## src/common/jsp_pkg.sv

```systemverilog
// package for the jtag scan port with emulator pins
// ****************************************************************
// ****************************************************************
package jsp_pkg;
  localparam int IR_WIDTH = 4;
  localparam logic [3:0] IR_RESET = 4'h1;
  localparam logic [3:0] IR_BYPASS = 4'hf;
  localparam logic [3:0] IR_EMUCTL = 4'h2;
  localparam logic [1:0] IR_CAPTURE = 2'h1;
  localparam int EMU_WIDTH = 4;
  localparam logic [3:0] EMU_RESET = 4'h0;
  typedef enum logic [3:0] {
    TEST_LOGIC_RESET, RUN_IDLE, SELECT_DR, CAPTURE_DR, SHIFT_DR, EXIT1_DR,
    PAUSE_DR, EXIT2_DR, UPDATE_DR, SELECT_IR, CAPTURE_IR, SHIFT_IR,
    EXIT1_IR, PAUSE_IR, EXIT2_IR, UPDATE_IR
  } jsp_tap_e;
  // emulator pin pair: output value, output enable
  typedef struct packed {
    logic [1:0] out;
    logic [1:0] oe;
  } jsp_emu_s;
  typedef struct packed {
    logic [2:0] tck_sync;
    logic [1:0] tms_sync;
    logic [1:0] tdi_sync;
    logic [1:0] trst_sync;
    logic [1:0] emulator_event_pin_zero_sync;
    logic [1:0] emulator_event_pin_one_sync;
    logic trst_prev;
    jsp_tap_e tap;
    logic [3:0] ir_shift;
    logic [3:0] ir;
    logic [3:0] dr_shift;
    logic [3:0] emu_ctl;
    logic bypass;
    logic tdo;
    logic tdo_oe;
    logic bscan_mode;
  } jsp_state_s;
endpackage

```

## src/rtl/jsp_top.sv

```systemverilog
// jtag tap with emulator event pins, sampled on core_clk
`timescale 1ns/1ps
module jsp_top
(
  input wire logic core_clk,
  input wire logic rst,
  input wire logic test_reset,
  input wire logic tck,
  input wire logic tms,
  input wire logic tdi,
  output logic tdo,
  output logic tdo_oe,
  input wire logic emulator_event_pin_zero_in,
  output logic emulator_event_pin_zero_out,
  output logic emulator_event_pin_zero_oe,
  input wire logic emulator_event_pin_one_in,
  output logic emulator_event_pin_one_out,
  output logic emulator_event_pin_one_oe,
  input wire logic [1:0] emu_irq_out,
  output logic [1:0] emu_irq_in,
  output logic scan_control,
  output logic bscan_mode
);
  import jsp_pkg::*;
  jsp_state_s s, next_s;
  logic tck_rise, tck_fall, trst_on;

  // ****************************************************************
  // edge finding on synchronised pins
  // ****************************************************************
  // only stages 1 and 2 are read; stage 0 is the metastable one
  assign tck_rise = s.tck_sync[1] & ~s.tck_sync[2];
  assign tck_fall = ~s.tck_sync[1] & s.tck_sync[2];
  assign trst_on = s.trst_sync[1];

  // ****************************************************************
  // next state
  // ****************************************************************
  always_comb
  begin
    next_s = s;
    next_s.tck_sync = {s.tck_sync[1:0], tck};
    next_s.tms_sync = {s.tms_sync[0], tms};
    next_s.tdi_sync = {s.tdi_sync[0], tdi};
    next_s.trst_sync = {s.trst_sync[0], test_reset};
    next_s.emulator_event_pin_zero_sync = {s.emulator_event_pin_zero_sync[0], emulator_event_pin_zero_in};
    next_s.emulator_event_pin_one_sync = {s.emulator_event_pin_one_sync[0], emulator_event_pin_one_in};
    next_s.trst_prev = trst_on;
    // pin levels at the rising test reset latch boundary scan
    if (trst_on && !s.trst_prev)
    begin
      next_s.bscan_mode = s.emulator_event_pin_zero_sync[1] & ~s.emulator_event_pin_one_sync[1];
    end
    if (!trst_on)
    begin
      // functional mode: tap parked; ir, emu_ctl, tdo_oe and bscan_mode reset
      next_s.tap = TEST_LOGIC_RESET;
      next_s.ir = IR_RESET;
      next_s.emu_ctl = EMU_RESET;
      next_s.tdo_oe = 1'b0;
      next_s.bscan_mode = 1'b0;
    end
    else if (tck_rise)
    begin
      // data capture/shift uses the tap state before this edge
      unique case (s.tap)
        CAPTURE_IR: next_s.ir_shift = {2'h0, IR_CAPTURE};
        SHIFT_IR: next_s.ir_shift = {s.tdi_sync[1], s.ir_shift[3:1]};
        UPDATE_IR: next_s.ir = s.ir_shift;
        CAPTURE_DR:
        begin
          next_s.bypass = 1'b0;
          next_s.dr_shift = {s.emulator_event_pin_one_sync[1], s.emulator_event_pin_zero_sync[1], s.emu_ctl[1:0]};
        end
        SHIFT_DR:
        begin
          next_s.bypass = s.tdi_sync[1];
          next_s.dr_shift = {s.tdi_sync[1], s.dr_shift[3:1]};
        end
        UPDATE_DR: if (s.ir == IR_EMUCTL) next_s.emu_ctl = s.dr_shift;
        TEST_LOGIC_RESET: next_s.ir = IR_RESET;
        default: ;
      endcase
      // standard sixteen-state walk on sampled tms
      unique case (s.tap)
        TEST_LOGIC_RESET: next_s.tap = s.tms_sync[1] ? TEST_LOGIC_RESET : RUN_IDLE;
        RUN_IDLE: next_s.tap = s.tms_sync[1] ? SELECT_DR : RUN_IDLE;
        SELECT_DR: next_s.tap = s.tms_sync[1] ? SELECT_IR : CAPTURE_DR;
        CAPTURE_DR: next_s.tap = s.tms_sync[1] ? EXIT1_DR : SHIFT_DR;
        SHIFT_DR: next_s.tap = s.tms_sync[1] ? EXIT1_DR : SHIFT_DR;
        EXIT1_DR: next_s.tap = s.tms_sync[1] ? UPDATE_DR : PAUSE_DR;
        PAUSE_DR: next_s.tap = s.tms_sync[1] ? EXIT2_DR : PAUSE_DR;
        EXIT2_DR: next_s.tap = s.tms_sync[1] ? UPDATE_DR : SHIFT_DR;
        UPDATE_DR: next_s.tap = s.tms_sync[1] ? SELECT_DR : RUN_IDLE;
        SELECT_IR: next_s.tap = s.tms_sync[1] ? TEST_LOGIC_RESET : CAPTURE_IR;
        CAPTURE_IR: next_s.tap = s.tms_sync[1] ? EXIT1_IR : SHIFT_IR;
        SHIFT_IR: next_s.tap = s.tms_sync[1] ? EXIT1_IR : SHIFT_IR;
        EXIT1_IR: next_s.tap = s.tms_sync[1] ? UPDATE_IR : PAUSE_IR;
        PAUSE_IR: next_s.tap = s.tms_sync[1] ? EXIT2_IR : PAUSE_IR;
        EXIT2_IR: next_s.tap = s.tms_sync[1] ? UPDATE_IR : SHIFT_IR;
        UPDATE_IR: next_s.tap = s.tms_sync[1] ? SELECT_DR : RUN_IDLE;
      endcase
    end
    else if (tck_fall)
    begin
      // tdo moves only on the falling edge, driven only while shifting
      next_s.tdo_oe = (s.tap == SHIFT_IR) || (s.tap == SHIFT_DR);
      if (s.tap == SHIFT_IR)
        next_s.tdo = s.ir_shift[0];
      else if (s.ir == IR_BYPASS)
        next_s.tdo = s.bypass;
      else
        next_s.tdo = s.dr_shift[0];
    end
  end

  // ****************************************************************
  // state register
  // ****************************************************************
  always_ff @(posedge core_clk or posedge rst)
  begin
    if (rst)
    begin
      s <= '0;
      s.tap <= TEST_LOGIC_RESET;
      s.ir <= IR_RESET;
      s.emu_ctl <= EMU_RESET;
    end
    else
      s <= next_s;
  end

  // ****************************************************************
  // outputs
  // ****************************************************************
  assign tdo = s.tdo;
  assign tdo_oe = s.tdo_oe;
  assign scan_control = trst_on;
  assign bscan_mode = s.bscan_mode;
  // emu_ctl[0]/[1] set pin direction; scan-written, so held off in func mode
  assign emulator_event_pin_zero_oe = s.emu_ctl[0] & trst_on;
  assign emulator_event_pin_zero_out = emu_irq_out[0];
  assign emulator_event_pin_one_oe = s.emu_ctl[1] & trst_on;
  assign emulator_event_pin_one_out = emu_irq_out[1];
  // inbound interrupts only when the pin is an input under scan control
  assign emu_irq_in[0] = trst_on & ~s.emu_ctl[0] & s.emulator_event_pin_zero_sync[1];
  assign emu_irq_in[1] = trst_on & ~s.emu_ctl[1] & s.emulator_event_pin_one_sync[1];

  // ****************************************************************
  // checks
  // ****************************************************************
  // oe moves on a falling edge or clears in func mode; judge the edge case there, not while it stands
  chk_tdo_only_shift: assert property (@(posedge core_clk) disable iff (rst)
    ($past(tck_fall) && $past(trst_on))
    |-> (tdo_oe == ($past(s.tap) inside {SHIFT_IR, SHIFT_DR})))
    else $error("tdo driven outside shift");
  chk_tdo_off_func: assert property (@(posedge core_clk) disable iff (rst)
    !$past(trst_on) |-> !tdo_oe)
    else $error("tdo driven in functional mode");
  chk_tdo_fall_edge: assert property (@(posedge core_clk) disable iff (rst)
    $changed(s.tdo) |-> $past(tck_fall))
    else $error("tdo changed off falling edge");
  chk_tap_hold_idle: assert property (@(posedge core_clk) disable iff (rst)
    (!tck_rise && trst_on && $past(trst_on)) |=> $stable(s.tap))
    else $error("tap moved without tck rise");
  chk_func_mode_reset: assert property (@(posedge core_clk) disable iff (rst)
    !trst_on |=> (s.tap == TEST_LOGIC_RESET && !bscan_mode))
    else $error("tap not parked in functional mode");
  chk_bscan_latch: assert property (@(posedge core_clk) disable iff (rst)
    (trst_on && !s.trst_prev && s.emulator_event_pin_zero_sync[1] && !s.emulator_event_pin_one_sync[1])
    |=> bscan_mode)
    else $error("boundary scan not latched");
  chk_bscan_no_latch: assert property (@(posedge core_clk) disable iff (rst)
    (trst_on && !s.trst_prev && !(s.emulator_event_pin_zero_sync[1] && !s.emulator_event_pin_one_sync[1]))
    |=> !bscan_mode)
    else $error("boundary scan latched wrongly");
  chk_tms_walk: assert property (@(posedge core_clk) disable iff (rst)
    (trst_on && tck_rise && s.tap == RUN_IDLE && s.tms_sync[1])
    |=> (s.tap == SELECT_DR))
    else $error("tms walk wrong");
  chk_emulator_event_pin_zero_dir: assert property (@(posedge core_clk) disable iff (rst)
    emulator_event_pin_zero_oe |-> (trst_on && s.emu_ctl[0]))
    else $error("pin zero driven without scan");
  chk_emulator_event_pin_one_dir: assert property (@(posedge core_clk) disable iff (rst)
    emulator_event_pin_one_oe |-> (scan_control && s.emu_ctl[1]))
    else $error("pin one driven without scan");
  chk_ir_shift_in: assert property (@(posedge core_clk) disable iff (rst)
    (trst_on && tck_rise && s.tap == SHIFT_IR)
    |=> (s.ir_shift[3] == $past(s.tdi_sync[1])))
    else $error("tdi not shifted into ir");
endmodule

```

## config.mk

```make
export PLATFORM = sky130hd
export DESIGN_NAME = jsp_top
export DESIGN_NICKNAME = d
export VERILOG_FILES = /design/src/common/jsp_pkg.sv /design/src/rtl/jsp_top.sv
export SDC_FILE = /design/constraint.sdc
export NUM_CORES = 1
export LEC_CHECK = 0
export ABC_CLOCK_PERIOD_IN_PS = 1700
export CORE_AREA = 2 2 81 91
export DETAILED_ROUTE_END_ITERATION = 12
export DIE_AREA = 0 0 83 93
export DONT_BUFFER_PORTS = 1
export PLACE_DENSITY_LB_ADDON = 0.25
export SLEW_MARGIN = 20
export SYNTH_ARGS = -nofsm -noshare
export SYNTH_HDL_FRONTEND = slang
export SYNTH_SLANG_ARGS = --single-unit
```

## constraint.sdc

```tcl
create_clock -name core_clk -period 1.7 [get_ports core_clk]
set_input_delay 0.17 -clock core_clk [delete_from_list [all_inputs] [get_ports core_clk]]
set_output_delay 0.17 -clock core_clk [all_outputs]
set_load 0.005 [all_outputs]
```

### After elaboration in Yosys (flattened, before gate mapping)

Cells that the tools add are included.

* equality and inequality tests: 24
* mux-type cells: 30
* bitwise operators: 15
* reductions and logical operators: 15

Operators by type and width (number)
* $pmux 4 s12: 1
* $eq 4x4->1 const B: 9
* $mux 4: 8
* $pmux 4 s2: 3
* $mux 21: 1
* $eq 4x3->1 const B: 4
* $eq 4x2->1 const B: 3
* $reduce_and 3->1: 4
* $mux 1: 10
* $ne 2x1->1 const B: 5
* $and 1x1->1: 9
* $mux 2: 4
* $mux 3: 2
* $not 1->1: 6
* $eq 4x1->1 const B: 1
* $logic_not 4->1: 1
* $reduce_and 2->1: 2
* $reduce_bool 2->1: 2
* $reduce_or 2->1: 2
* $ne 3x1->1 const B: 1
* $reduce_or 3->1: 1
* $ne 2x2->1 const B: 1
* $pmux 1 s2: 1
* $logic_and 1x1->1: 1
* 2 further kinds: 2

* flip-flop bits (word level): 36
* input bits: 10
* output and inout port bits: 10
* word-level logic and storage cells: 100

### Longest topological paths before layout

* word-level depth: 5
* mapped depth: 6
* gate-level depth less buffers: 4

### Worst setup path before layout

Ideal clock, no wire load.

* path type: reg-to-reg
* start point: register s[23] (netlist bit)
* end point: register s[13] (netlist bit)
* library setup time: 0.123 ns
* arrival time: 1.372 ns
* required time: 1.577 ns
* setup slack: 0.206 ns
* stages on the path, launching flop included: 5
* buffers on the path: 0
* clock period less this slack: 1.494 ns
* cell sequence: dfrtp_1 -> or4_4 -> a21o_1 -> a22oi_1 -> nor2b_1

* longest elaborated chain between the ends: 4
* elaborated cells on any way between the ends: 7
* those cells by class: 2 x eq/ne; 3 x mux; 2 x reduce/logical

Ends and longest elaborated chain
* start: declaration: RTL line jsp_top.sv:25 `jsp_state_s s, next_s;`
* start signal: assignment: RTL line jsp_top.sv:130 `s <= next_s;`
* $eq 4x4->1 or $logic_not 4->1 (tied branches): RTL line jsp_top.sv:66 `unique case (s.tap)`
* $pmux 4 s2: RTL line jsp_top.sv:66
* $mux 21: RTL line jsp_top.sv:63 `else if (tck_rise)`
* $mux 4: RTL line jsp_top.sv:54 `if (!trst_on)`

Several ways; a longest one is shown, not always the timed one. The select of a mux whose other input is x is not followed.
A chain may end at the register's enable or synchronous reset.

### Worst setup path in the final report

* start point: register s[20] (netlist bit)
* end point: register s[13] (netlist bit)

The elaborated chain is that of the path after synthesis.

==> out/metrics.yaml <==
status: "completed"
power_density_nw_per_um2: 891
setup_viol: 0
slowest_stage: "or4_4"
start_util_pct: 24.2
synth_fa_ha_area_share_pct: 0
grt_usage_pct: 9.99
dieWidth_um: 83
fp.dieH_um: 93
ys_types: 40
vias: 1211
yosysSeqAreaShare_pct: 54.4
finalCriticalPeriod_ns: 1.56
slew_headroom_pct: 69.3
grt_pass1_wl_um: 6180
dp_hpwl_um: 2420
rsz0062_at_grt: "no"
drt_wl_total_um: 3540
rows: 32
path_delay_family: "simple AND/OR/NAND/NOR gates"
cts_tree: "built"
fin_worst_skew_ns: 0.00748
setup-tns-final_ns: 0
synthesis.area_um2: 1660
place_area_um2: 1790
core-area_um2: 6850
ant_nets: 0
tightest_slew_ns: 0.460
hold_path_class: "in2out"
grt_antenna_before_repair: 0
yosys_warnings: 0
drc: 0
cp_num_buf_inv: 0
drive_gt1_share_pct: 16.1
crit_chain: "or4_4, a21o_1, a22oi_1, nor2b_1"
postCtsSetupBuffers: 0
crit_path_start_kind: "flip-flop"
root_buffer: "clkbuf_8"
critical_path_arrival_ns: 1.73
grt_overflow: 0
netlist_instances: 159
max_stage_delay_ns: 0.51
clk_latency_ns: 0.29
numCtsBuffers: 5
htree_levels: 2
synth_top_family_by_area: "simple AND/OR/NAND/NOR gates"
required_ns: 1.87
grt_pass1_vias: 1283
synth_compound_area_share_pct: 13.7
yosys.area_share.simple_pct: 20.0
ctsResizeCount: 0
synth.area.mux_share_pct: 5.58
fmax_ghz: 0.643
synth_xor_area_share_pct: 0.528
avgViaCountPerCell: 4.68
cap_violations: 0
grt_max_degree: 37
portBuffers: 0
min_period_over_period_pct: 91.5
worst-setup-path-type: "reg2reg"
clk_transition_reported_paths_ns: 0.07
fin_nets: 183
gp_congestion: 0.797
crit_fanout: 7
hold_viol: 0
diodes: 0
dr.pass1.iters: 4
p_leak_nw: 0.825
pin_count: 20
wl_per_cell_um: 13.7
drt_iter0_drc: 53
irDropWorstVdd_mv: 0.368
design_area_um2: 1970
clockBufferDepth: 2
holdBufCountCts: 7
syn-num-nets: 169
drv_slew: 0
cp-end-kind: "flip-flop"
synth-seq-cells: 36
syn_to_final_growth_pct: 18.6
clkSinkCount: 36
die_area_um2: 7720
syn_avg_cell_area_um2: 10.4
==> where the power goes <==
group	internal (W)	total (W)	leakage, nW	switching, W
combinational	0.0000473	0.000110	0.306	0.0000623
sequential	0.000878	0.000897	0.465	0.0000190
clock	0.000434	0.000746	0.0541	0.000312
==> cells in the final DEF, fill, tap and decap left out, types with 3 or more instances in the layout <==
| cell | count |
|---|---|
| nor2b_1 | 11 |
| a21oi_1 | 7 |
| nand2b_1 | 3 |
| nand4_1 | 3 |
| nor2_1 | 8 |
| buf_4 | 12 |
| clkbuf_8 | 5 |
| o21ai_1 | 6 |
| nand2_1 | 17 |
| o21ai_0 | 7 |
| a22oi_1 | 3 |
| mux2i_1 | 7 |
| nand3_1 | 3 |
| a31oi_1 | 3 |
| inv_1 | 7 |
| dlygate4sd3_1 | 7 |
| dfrtp_1 | 35 |
==> worst register-to-register path, cell delays in order, from the launching register on <==
cell     delay (ns)
dfrtp_1        0.46
or4_4          0.51
a21o_1         0.22
a22oi_1        0.19
nor2b_1        0.06
==> Yosys cell counts (all sizes together) <==
| cell | number | area (um^2) |
|---|---|---|
| a211o | 1 | 8.76 |
| o31a | 1 | 8.76 |
| a31o | 1 | 8.76 |
| o221ai | 1 | 8.76 |
| dfstp | 1 | 26.3 |
| nand2 | 17 | 63.8 |
| a31oi | 3 | 18.8 |
| dfrtp | 35 | 876 |
| o21ai | 13 | 65.1 |
| nor4 | 1 | 6.26 |
| nor4b | 1 | 23.8 |
| nand3 | 3 | 15.0 |
| o221a | 1 | 11.3 |
| nand3b | 2 | 15.0 |
| a22oi | 3 | 22.5 |
| or2 | 1 | 6.26 |
| a2111oi | 1 | 8.76 |
| nand4 | 3 | 18.8 |
| clkbuf | 4 | 15.0 |
| nor3 | 3 | 20.0 |
| xor2 | 1 | 8.76 |
| a21o | 1 | 7.51 |
| mux2i | 7 | 70.1 |
| nor3b | 1 | 7.51 |
| o2111ai | 1 | 8.76 |
| a211oi | 2 | 15.0 |
| inv | 7 | 26.3 |
| mux2 | 2 | 22.5 |
| buf | 8 | 53.8 |
| a21oi | 7 | 35.0 |
| or4 | 1 | 11.3 |
| nand2b | 3 | 18.8 |
| and3b | 2 | 17.5 |
| nor2 | 8 | 30.0 |
| or3b | 1 | 8.76 |
| nor2b | 11 | 68.8 |
==> routing by layer <==
| layer | wire [um] | track usage (%) | up-vias |
|---|---|---|---|
| met1 | 1690 | 13.0 | 601 |
| met5 | 0 | 0 | - |
| met2 | 1650 | 15.7 | 24 |
| met4 | 69 | 4.51 | 0 |
| li1 | - | - | 581 |
| met3 | 132 | 2.56 | 5 |
==> kinds of logic (layout without fill, tap and decap cells) <==
kind of cell    after synthesis  in the layout
simple gates                 58             58
compound gates               36             36
flops                        36             36
buf+inv                      19             34
mux                           9              9
xor+xnor                      1              1
==> sequential cells by signal, summed over array words and instances, names as in the netlist <==
| register | flops |
|---|---|
| tdo_oe | 1 |
| s | 25 |
| scan_control | 1 |
| bscan_mode | 1 |
| next_s | 7 |
| tdo | 1 |
==> area by class of cell <==
cell class / count / area (um^2)
multi-input cells: 104 / 661
clock buffers: 5 / 68.8
flip-flops and latches: 36 / 902
well taps: 85 / 106
repair buffers: 19 / 160
clock inverters: 3 / 42.5
fillers: 704 / 4880
inverters: 7 / 26.3
==> per-stage QoR <==
step	hold WS [ns]	setup WS, ns	total power, W	std cells	utilization [%]
6_report	0.340	0.145	0.00175	259	28.7
5_1_grt	0.340	0.0328	0.00183	259	28.7
4_1_cts	0.340	0.137	0.00178	259	28.7
3_5_place_dp	0.201	0.148	0.00101	244	26.1
3_3_place_gp	0.201	0.139	0.00101	244	26.1
2_1_floorplan	0.201	0.206	0.000984	159	-
==> worst paths after layout <==
path	to	from	slack [ns]	depth (start not counted)
max	s[13]	s[20]	0.14	4
min	emulator_event_pin_one_out	emu_irq_out[1]	0.34	0
max reg2reg	s[13]	s[20]	0.14	4
min reg2reg	scan_control	next_s[30]	0.35	0
max in group asynchronous	s[12]	rst	0.92	3
min in group asynchronous	s[19]	rst	0.43	3
(Power assumes the default switching activity.)
